<file path="config.mk">
export PLATFORM = sky130hd
export DESIGN_NAME = spp_core
export DESIGN_NICKNAME = d
export VERILOG_FILES = /design/src/spp_pkg.sv /design/src/spp_core.sv /design/src/spp_sync.sv
export SDC_FILE = /design/constraint.sdc
export NUM_CORES = 1
export LEC_CHECK = 0
export BUFFER_PORTS_ARGS = -buffer_cell sky130_fd_sc_hd__buf_2
export CAP_MARGIN = 10
export CORE_UTILIZATION = 32
export CTS_BUF_LIST = sky130_fd_sc_hd__clkbuf_8
export CTS_CLUSTER_SIZE = 10
export DETAILED_ROUTE_END_ITERATION = 6
export GPL_TIMING_DRIVEN = 0
export PLACE_DENSITY = 0.57
export SLEW_MARGIN = 20
export SYNTH_ARGS = -nofsm -noshare
export SYNTH_HDL_FRONTEND = slang
export SYNTH_HIERARCHICAL = 1
export SYNTH_SLANG_ARGS = --single-unit
</file>
<file path="constraint.sdc">
create_clock -name mclk -period 7.9 [get_ports mclk]
set_input_delay 1.58 -clock mclk [delete_from_list [all_inputs] [get_ports mclk]]
set_output_delay 1.58 -clock mclk [all_outputs]
set_load 0.02 [all_outputs]
</file>
<file path="src/spp_pkg.sv">
// Package for the synchronous serial port in shift-register (SPI) mode.
// Assumes one 100 MHz clock and an 8-bit register port with 3 address bits.
package spp_pkg;

  // ****************************************
  // Register map
  // ****************************************
  localparam logic [2:0] ADDR_CONTROL_ONE = 3'h0;
  localparam logic [2:0] ADDR_STATUS      = 3'h1;
  localparam logic [2:0] ADDR_DATA_BUFFER = 3'h2;
  localparam logic [2:0] ADDR_IRQ_STATUS  = 3'h3;
  localparam logic [2:0] ADDR_IRQ_MASK    = 3'h4;

  localparam logic [7:0] RESET_CONTROL_ONE = 8'h00;
  localparam logic [7:0] RESET_STATUS      = 8'h00;
  localparam logic [7:0] RESET_IRQ         = 8'h00;

  // ****************************************
  // Field positions
  // ****************************************
  localparam int STAT_SAMPLE_PHASE = 7;
  localparam int STAT_CLOCK_EDGE   = 6;
  localparam int STAT_BUFFER_FULL  = 0;

  localparam int IRQ_WORD_DONE = 0;
  localparam int IRQ_COLLISION = 1;
  localparam int IRQ_OVERFLOW  = 2;

  localparam int WORD_BITS = 8;

  // ****************************************
  // Modes of the low control nibble
  // ****************************************
  localparam logic [3:0] MODE_MASTER_DIV4   = 4'h0;
  localparam logic [3:0] MODE_MASTER_DIV16  = 4'h1;
  localparam logic [3:0] MODE_MASTER_DIV64  = 4'h2;
  localparam logic [3:0] MODE_MASTER_SLOW   = 4'h3;
  localparam logic [3:0] MODE_SLAVE_SELECT  = 4'h4;
  localparam logic [3:0] MODE_SLAVE_NO_SEL  = 4'h5;

  // ****************************************
  // Timing: half serial clock periods in mclk cycles
  // ****************************************
  localparam int CLK_PERIOD_NS = 10;
  localparam int SCK_DIV4_NS   = 40;
  localparam int SCK_DIV16_NS  = 160;
  localparam int SCK_DIV64_NS  = 640;
  localparam int SCK_SLOW_NS   = 2560;
  localparam logic [7:0] HALF_DIV4  = 8'(SCK_DIV4_NS / (2 * CLK_PERIOD_NS));
  localparam logic [7:0] HALF_DIV16 = 8'(SCK_DIV16_NS / (2 * CLK_PERIOD_NS));
  localparam logic [7:0] HALF_DIV64 = 8'(SCK_DIV64_NS / (2 * CLK_PERIOD_NS));
  localparam logic [7:0] HALF_SLOW  = 8'(SCK_SLOW_NS / (2 * CLK_PERIOD_NS));

  // Last step of a word: 16 clock edges, one more when sampling late
  localparam logic [4:0] LAST_EDGE = 5'h0f;

  // ****************************************
  // Types
  // ****************************************
  typedef struct packed {
    logic       collision;
    logic       overflow;
    logic       enable;
    logic       clock_idle_polarity;
    logic [3:0] mode;
  } spp_control_t;

  typedef struct packed {
    logic sck;
    logic serial_in_line;
    logic ss_n;
  } spp_pins_t;

  typedef enum logic [2:0] {
    ST_IDLE  = 3'b001,
    ST_SHIFT = 3'b010,
    ST_DONE  = 3'b100
  } spp_state_t;

endpackage

</file>
<file path="src/spp_core.sv">
// Synchronous serial port, SPI mode: control, status, data buffer, shifter.
// Assumes pins are sampled through spp_sync; register port is on mclk.
//
// The register addresses and strobed register access were chosen for this implementation.
`timescale 1ns/100ps

// Function
// - Each transfer shifts eight bits out and eight in at once.
// - All four clock polarity and phase combinations are supported.
// - Data out, data in and clock lines; slave select optional in slave.
// - Control register one is fully readable and writable.
// - Status low six bits read-only, top two bits read and write.
// - Complete word copied into holding buffer unless it overflows; interrupt flag set.
// - Data write in idle loads buffer and shift register together.
module spp_core (
  input  wire logic       mclk,
  input  wire logic       rst_n,
  input  wire logic [2:0] reg_addr,
  input  wire logic [7:0] reg_wdata,
  input  wire logic       reg_wr,
  input  wire logic       reg_rd,
  output logic      [7:0] reg_rdata,
  output logic            irq,
  input  wire logic       sck_in,
  output logic            sck_out,
  output logic            sck_oe,
  input  wire logic       sdi_in,
  output logic            sdo_out,
  output logic            sdo_oe,
  input  wire logic       ss_n_in
);

  // ****************************************
  // Declarations
  // ****************************************
  spp_pkg::spp_control_t control_one;
  spp_pkg::spp_pins_t    pins_raw;
  spp_pkg::spp_pins_t    pins;
  spp_pkg::spp_state_t   state;
  logic [7:0]            data_buffer;
  logic [7:0]            shift_reg;
  logic [7:0]            next_shift;
  logic                  buffer_full;
  logic                  sample_phase_sel;
  logic                  clock_edge_sel;
  logic [7:0]            irq_status;
  logic [7:0]            irq_mask;
  logic [7:0]            half_count;
  logic [7:0]            half_len;
  logic [4:0]            step;
  logic                  sck_prev;
  logic                  is_master;
  logic                  slave_sel;
  logic                  selected;
  logic                  step_tick;
  logic                  slave_edge;
  logic                  master_tick;
  logic                  sample_now;
  logic                  change_now;
  logic                  word_done;
  logic                  wr_ctrl;
  logic                  wr_stat;
  logic                  wr_data;
  logic                  rd_data;
  logic                  collision_ev;
  logic                  overflow_ev;
  logic [4:0]            last_step;

  // ****************************************
  // Pin sampling
  // ****************************************
  // Raw pins never reach logic before two flops
  assign pins_raw.sck  = sck_in;
  assign pins_raw.serial_in_line  = sdi_in;
  assign pins_raw.ss_n = ss_n_in;

  spp_sync #(.W(3)) u_sync (.mclk(mclk), .rst_n(rst_n), .d(pins_raw), .q(pins));

  // ****************************************
  // Register port decode
  // ****************************************
  assign wr_ctrl = reg_wr && (reg_addr == spp_pkg::ADDR_CONTROL_ONE);
  assign wr_stat = reg_wr && (reg_addr == spp_pkg::ADDR_STATUS);
  assign wr_data = reg_wr && (reg_addr == spp_pkg::ADDR_DATA_BUFFER);
  assign rd_data = reg_rd && (reg_addr == spp_pkg::ADDR_DATA_BUFFER);

  // ****************************************
  // Mode decode
  // ****************************************
  assign is_master = (control_one.mode <= spp_pkg::MODE_MASTER_SLOW); // Rates take the low codes
  assign slave_sel = (control_one.mode == spp_pkg::MODE_SLAVE_SELECT);
  // Select input only qualifies slave transfers in that one mode
  assign selected  = !slave_sel || !pins.ss_n;

  // Half serial clock length per master rate
  always_comb begin
    unique case (control_one.mode)
      spp_pkg::MODE_MASTER_DIV4:  half_len = spp_pkg::HALF_DIV4;
      spp_pkg::MODE_MASTER_DIV16: half_len = spp_pkg::HALF_DIV16;
      spp_pkg::MODE_MASTER_DIV64: half_len = spp_pkg::HALF_DIV64;
      default:                    half_len = spp_pkg::HALF_SLOW;
    endcase
  end

  // ****************************************
  // Edge step generation
  // ****************************************
  // Master: one enable pulse per half serial clock from the divider
  assign master_tick = is_master && (state == spp_pkg::ST_SHIFT)
                    && (half_count == half_len - 8'h01);
  // Slave: edge found by comparing the synced clock with its last value
  assign slave_edge  = !is_master && (state == spp_pkg::ST_SHIFT)
                    && selected && (pins.sck != sck_prev);
  assign step_tick   = master_tick || slave_edge;

  // Sample-phase only honoured as master; slave must keep it clear
  assign last_step = (is_master && sample_phase_sel) ?
                     spp_pkg::LAST_EDGE + 5'h01 : spp_pkg::LAST_EDGE;

  // Even steps lead away from idle, odd steps return to idle.
  // Edge-select set: data changes on return to idle, sampled on leading.
  always_comb begin
    sample_now = 1'b0;
    change_now = 1'b0;
    if (step_tick) begin
      if (is_master && sample_phase_sel) begin // Late: end of the bit time
        sample_now = (step != 5'h00) && (step[0] == clock_edge_sel);
      end else begin
        sample_now = (step[0] != clock_edge_sel);
      end
      change_now = (step < spp_pkg::LAST_EDGE) && (step[0] == clock_edge_sel);
    end
  end

  // Shifter moves one bit per sample, MSB first
  assign next_shift = sample_now ? {shift_reg[6:0], pins.serial_in_line} : shift_reg;
  assign word_done  = step_tick && (step == last_step);

  // Collision: write while a word is in flight; overflow: full on arrival
  assign collision_ev = wr_data && (state != spp_pkg::ST_IDLE);
  assign overflow_ev  = word_done && buffer_full && !rd_data;

  // ****************************************
  // Divider for the master clock
  // ****************************************
  always_ff @(posedge mclk) begin
    if (!rst_n) begin
      half_count <= 8'h00;
    end else if (!is_master || state != spp_pkg::ST_SHIFT || master_tick) begin
      half_count <= 8'h00;
    end else begin
      half_count <= half_count + 8'h01;
    end
  end

  // ****************************************
  // Transfer sequencer
  // ****************************************
  // Slave stays in shift waiting for edges; word ends after 16 edges
  always_ff @(posedge mclk) begin
    if (!rst_n) begin
      state <= spp_pkg::ST_IDLE;
      step  <= 5'h00;
    end else if (!control_one.enable) begin
      state <= spp_pkg::ST_IDLE;
      step  <= 5'h00;
    end else begin
      unique case (state)
        spp_pkg::ST_IDLE: begin
          step <= 5'h00;
          if (wr_data) begin
            state <= spp_pkg::ST_SHIFT;
          end
        end
        spp_pkg::ST_SHIFT: begin
          if (slave_sel && pins.ss_n) begin
            // Deselect mid-word discards the partial count
            step <= 5'h00;
          end else if (word_done) begin
            state <= spp_pkg::ST_DONE;
            step  <= 5'h00;
          end else if (step_tick) begin
            step <= step + 5'h01;
          end
        end
        spp_pkg::ST_DONE: state <= spp_pkg::ST_IDLE;
        default:          state <= spp_pkg::ST_IDLE;
      endcase
    end
  end

  // ****************************************
  // Shift register and data buffer
  // ****************************************
  // Transmit is single-buffered: a write lands in both at once
  always_ff @(posedge mclk) begin
    if (!rst_n) begin
      shift_reg <= 8'h00;
    end else if (wr_data && state == spp_pkg::ST_IDLE) begin
      shift_reg <= reg_wdata;
    end else begin
      shift_reg <= next_shift;
    end
  end

  // Holding buffer keeps the last word; overflow drops the new one
  always_ff @(posedge mclk) begin
    if (!rst_n) begin
      data_buffer <= 8'h00;
    end else if (wr_data && state == spp_pkg::ST_IDLE) begin
      data_buffer <= reg_wdata;
    end else if (word_done && !overflow_ev) begin
      data_buffer <= next_shift;
    end
  end

  // Arrival wins over a read in the same cycle
  always_ff @(posedge mclk) begin
    if (!rst_n) begin
      buffer_full <= 1'b0;
    end else if (word_done) begin
      buffer_full <= 1'b1;
    end else if (rd_data) begin
      buffer_full <= 1'b0;
    end
  end

  // ****************************************
  // Control register one and status top bits
  // ****************************************
  // Hardware sets of the flag bits win over a software write
  always_ff @(posedge mclk) begin
    if (!rst_n) begin
      control_one <= spp_pkg::RESET_CONTROL_ONE;
    end else begin
      if (wr_ctrl) begin
        control_one <= reg_wdata;
      end
      if (collision_ev) begin
        control_one.collision <= 1'b1;
      end
      if (overflow_ev) begin
        control_one.overflow <= 1'b1;
      end
    end
  end

  // Only bits 7 and 6 take a write
  always_ff @(posedge mclk) begin
    if (!rst_n) begin
      sample_phase_sel <= spp_pkg::RESET_STATUS[spp_pkg::STAT_SAMPLE_PHASE];
      clock_edge_sel   <= spp_pkg::RESET_STATUS[spp_pkg::STAT_CLOCK_EDGE];
    end else if (wr_stat) begin
      sample_phase_sel <= reg_wdata[spp_pkg::STAT_SAMPLE_PHASE];
      clock_edge_sel   <= reg_wdata[spp_pkg::STAT_CLOCK_EDGE];
    end
  end

  // ****************************************
  // Interrupt status and mask
  // ****************************************
  // Write one to clear; an event in the same cycle keeps its bit
  always_ff @(posedge mclk) begin
    if (!rst_n) begin
      irq_status <= spp_pkg::RESET_IRQ;
    end else begin
      for (int i = 0; i < 8; i++) begin
        if (reg_wr && reg_addr == spp_pkg::ADDR_IRQ_STATUS && reg_wdata[i]) begin
          irq_status[i] <= 1'b0;
        end
      end
      if (word_done) begin
        irq_status[spp_pkg::IRQ_WORD_DONE] <= 1'b1;
      end
      if (collision_ev) begin
        irq_status[spp_pkg::IRQ_COLLISION] <= 1'b1;
      end
      if (overflow_ev) begin
        irq_status[spp_pkg::IRQ_OVERFLOW] <= 1'b1;
      end
    end
  end

  always_ff @(posedge mclk) begin
    if (!rst_n) begin
      irq_mask <= spp_pkg::RESET_IRQ;
    end else if (reg_wr && reg_addr == spp_pkg::ADDR_IRQ_MASK) begin
      irq_mask <= reg_wdata;
    end
  end

  // Registered level; lags the status bit by one cycle
  always_ff @(posedge mclk) begin
    if (!rst_n) begin
      irq <= 1'b0;
    end else begin
      irq <= |(irq_status & irq_mask);
    end
  end

  // ****************************************
  // Read port
  // ****************************************
  // Data stand only in the cycle after the strobe
  always_ff @(posedge mclk) begin
    if (!rst_n) begin
      reg_rdata <= 8'h00;
    end else if (!reg_rd) begin
      reg_rdata <= 8'h00;
    end else begin
      unique case (reg_addr)
        spp_pkg::ADDR_CONTROL_ONE: reg_rdata <= control_one;
        spp_pkg::ADDR_STATUS:
          reg_rdata <= {sample_phase_sel, clock_edge_sel, 5'h00, buffer_full};
        spp_pkg::ADDR_DATA_BUFFER: reg_rdata <= data_buffer;
        spp_pkg::ADDR_IRQ_STATUS:  reg_rdata <= irq_status;
        spp_pkg::ADDR_IRQ_MASK:    reg_rdata <= irq_mask;
        default:                   reg_rdata <= 8'h00;
      endcase
    end
  end

  // ****************************************
  // Serial pins
  // ****************************************
  // Previous synced clock, for slave edge finding
  always_ff @(posedge mclk) begin
    if (!rst_n) begin
      sck_prev <= 1'b0;
    end else begin
      sck_prev <= pins.sck;
    end
  end

  // Master clock toggles on each of the 16 edge steps, idles at polarity
  always_ff @(posedge mclk) begin
    if (!rst_n) begin
      sck_out <= 1'b0;
      sck_oe  <= 1'b0;
    end else begin
      sck_oe <= control_one.enable && is_master;
      if (!is_master || state != spp_pkg::ST_SHIFT) begin
        sck_out <= control_one.clock_idle_polarity;
      end else if (master_tick && step <= spp_pkg::LAST_EDGE) begin
        sck_out <= ~sck_out;
      end
    end
  end

  // Data out: first bit ready at load, later bits on the change edges
  always_ff @(posedge mclk) begin
    if (!rst_n) begin
      sdo_out <= 1'b0;
      sdo_oe  <= 1'b0;
    end else begin
      sdo_oe <= control_one.enable && selected;
      if (wr_data && state == spp_pkg::ST_IDLE) begin
        sdo_out <= reg_wdata[7];
      end else if (change_now) begin
        sdo_out <= next_shift[7];
      end
    end
  end

endmodule

</file>
<file path="src/spp_sync.sv">
// Two flip-flop synchroniser for a bundle of independent levels.
// Assumes each bit is a slow level from outside the mclk domain.
`timescale 1ns/100ps
module spp_sync #(
  parameter int W = 3
) (
  input  wire logic         mclk,
  input  wire logic         rst_n,
  input  wire logic [W-1:0] d,
  output logic      [W-1:0] q
);

  logic [W-1:0] meta;

  // ****************************************
  // Two stages; only the second reads the first
  // ****************************************
  always_ff @(posedge mclk) begin
    if (!rst_n) begin
      meta <= '0;
      q    <= '0;
    end else begin
      meta <= d;
      q    <= meta;
    end
  end

endmodule

</file>
==> metrics.txt <==
status=finished clean; Die Area=11,700 um^2; Post-Synthesis Cells=411; Clock Pin Slew Worst Setup and Hold Paths=0.09 ns; routability-driven placement congestion ratio=0.819; Via density=around 5.2; Reg2Reg Depth=11; Fill cells=1,132; initial antenna violation count=0; Vias=just over 3,000; CP Max Fanout=10; Worst Max-Slew Pin Slew=0.913 ns; Worst Skew=between 0.01 and 0.015 ns; DRT iter0 DRCs=232; synthesized-area fraction occupied by and/or/nand/nor cells=0.228; io pins=31; layout cells sized above 1=0.158; Power Density=178 nW/um^2; main combinational cell family by area after synthesis=simple AND/OR/NAND/NOR gates; Post-Synthesis Net Count=approximately 430; dominant cell type by area after synthesis=dfxtp_1; Syn Std Cell Area=3610 um^2; xor/xnor share of the synthesized area=0.0291; RSZ-0062 raised after global routing=false; drt pass-1 iters=4; die width=~110 um; HP Class=reg2reg; max-slew violation count=0; CP Capture Type=flip-flop; setup TNS=0 ns; chip height=108 um; drt drc=0; number of post-CTS setup repair buffers=0; dpl hpwl=between 7000 and 8000 um; antenna cells=0; Reg2Reg Capture Point=control_one[6]$_SDFFE_PN0P_; Final ANT Viol Nets=0; CTS sink count=74; Core Area=about 11,000 um^2; port buffer count=28; total CTS buffers=9; global-route wire length before repair=15,600 um; worst flop-to-flop path startpoint=control_one[3]$_SDFFE_PN0P_; Fin. Hold Viols=0; Worst-Skew Late Latency=0.36 ns; Post-synth EDFFs=0; Synth async-reset ratio=0; Post-CTS Resized=0; CP Capture Point=control_one[6]$_SDFFE_PN0P_; largest net degree at the start of global routing=14; Max Root-Sink Buffers=2; Netlist cell types=55; Initial Util=0.330; critical path class=reg2reg; grt total ovfl=0; max cap viols=0; WP data arrival=3.74 ns; period utilization=0.434; synth-to-layout area growth=14.4%; worst endpoint required time=8.21 ns; number of global-route vias before repair=2,964; Synth Flop Type=dfxtp_1; Worst Setup SP=control_one[3]$_SDFFE_PN0P_; sequential share of the synthesized area=0.411; hold buffer count at CTS=0; mux cell area share after synthesis=0.0839; worst vdd ir=0.0908 mV; final setup vio count=0; FP Rows=38; Avg WL per Cell=15.9 um; post-synthesis compound-gate area fraction=0.188; Max Fclk=about 0.29 GHz; Max transition margin=0.389; overall routing resource usage=0.177; Yosys warning total=6; FF-to-FF setup slack=4.47 ns; register bit total from synthesis=74; Final min period=around 3.4 ns; synthesized-area fraction occupied by adder cells=0.0173; total power=0.733 mW; CTS Root Cell=clkbuf_8; Leak Pwr=1.57 nW; Avg Inst Size Synth=~9 um^2; synth top area cells=dfxtp_1 41%, nor2_1 8.0%, mux2i_1 7.8%; CP Launch Type=flip-flop; Synth top area share=0.411; H-tree depth=3; CTS tree=built; final net count=473; final wirelength=9450 um
==> report_power, final <==
part	internal [mW]	switching [mW]	total, mW
Combinational	0.0166	0.0296	0.0462
Clock	0.155	0.153	0.308
Sequential	0.377	0.00277	0.379
==> Yosys cell counts (3+ instances only) <==
cell type / count
nor2_1: 77
dfxtp_1: 74
mux2i_1: 28
nand2_1: 22
a21oi_1: 15
clkbuf_1: 11
nand3_1: 11
a211oi_1: 10
a31oi_1: 10
inv_1: 10
nor3_1: 10
and2_1: 9
a2111oi_0: 8
a211o_1: 8
o22ai_1: 8
o211ai_2: 7
xor2_1: 7
and3_1: 5
ha_1: 5
xnor2_1: 5
buf_1: 4
buf_6: 4
nor2b_1: 4
nor3b_1: 4
o21ai_0: 4
o21ai_1: 4
buf_2: 3
nand2b_1: 3
nor4_1: 3
or2_1: 3
==> routing by layer <==
| layer | routed length [um] | global-route usage | part of all wire |
|---|---|---|---|
| met1 | 4590 | 0.239 | 0.49 |
| met2 | 4320 | 0.279 | 0.46 |
| met3 | 402 | 0.0307 | 0.043 |
| met4 | 140 | 0.0714 | 0.015 |
| met5 | 0 | 0 | 0 |
==> layout make-up <==
cell class | instances | area [um^2] | area share
Sequential cell | 74 | 1480 | 0.359
Clock buffer | 10 | 138 | 0.0334
Clock inverter | 6 | 65.1 | 0.0158
Multi-Input combinational cell | 305 | 1970 | 0.478
Timing Repair Buffer | 28 | 140 | 0.0340
Inverter | 10 | 37.5 | 0.00910
Buffer | 22 | 116 | 0.0282
Tap cell | 140 | 175 | 0.0424
==> how the worst min path moves through the flow <==
stage / start / to / depth (start not counted)
final: u_sync/meta[1]$_SDFF_PN0_ / u_sync/q[1]$_SDFF_PN0_ / 1
after global routing: u_sync/meta[2]$_SDFF_PN0_ / u_sync/q[2]$_SDFF_PN0_ / 1
after CTS: u_sync/meta[1]$_SDFF_PN0_ / u_sync/q[1]$_SDFF_PN0_ / 1
after detailed placement: u_sync/meta[0]$_SDFF_PN0_ / u_sync/q[0]$_SDFF_PN0_ / 1
after global placement: u_sync/meta[1]$_SDFF_PN0_ / u_sync/q[1]$_SDFF_PN0_ / 1
after floorplan: u_sync/meta[1]$_SDFF_PN0_ / u_sync/q[1]$_SDFF_PN0_ / 1
==> cell usage in the layout (no fill, tap or decap), types with 7 or more instances in the layout <==
cell type and n:
nor2_1 77, dfxtp_1 74, buf_2 31, mux2i_1 28, nand2_1 22, a21oi_1 15, clkbuf_1 11, nand3_1 11
inv_1 10, a31oi_1 10, nor3_1 10, a211oi_1 10, clkbuf_8 10, and2_1 9, a2111oi_0 8, a211o_1 8
o22ai_1 8, xor2_1 7, o211ai_2 7
==> cell families (layout without fill, tap and decap cells) <==
group / count (synthesis) / after routing
adder cells (fa/ha/maj): 5 / 5
flip-flops: 74 / 74
XOR/XNOR: 12 / 12
AND/OR/NAND/NOR: 167 / 167
multiplexers: 30 / 30
AO/OA/AOI/OAI: 91 / 91
buffers and inverters: 32 / 76
==> through the flow <==
| step | utilization | std cells | hold slack (ns) | cell area (um^2) | setup slack, ns |
|---|---|---|---|---|---|
| after CTS | 0.377 | 595 | 0.434 | 4130 | 4.49 |
| after global placement | 0.359 | 579 | 0.416 | 3920 | 4.25 |
| after floorplan | - | 411 | 0.406 | 3610 | 4.67 |
| after detailed placement | 0.359 | 579 | 0.419 | 3920 | 4.24 |
| final | 0.377 | 595 | 0.425 | 4130 | 4.47 |
| after global routing | 0.377 | 595 | 0.457 | 4130 | 4.28 |
==> worst max-delay path, cell delays in order, from the launching register on <==
cell	delay (ns)
dfxtp_1	0.33
buf_6	0.14
nor4_1	0.43
inv_1	0.09
ha_1	0.31
xnor2_1	0.12
nor4b_1	0.36
and3_1	0.22
clkbuf_1	0.49
a21oi_2	0.21
nor3_1	0.47
o21a_1	0.19
Power figures use the tool's default switching activity.
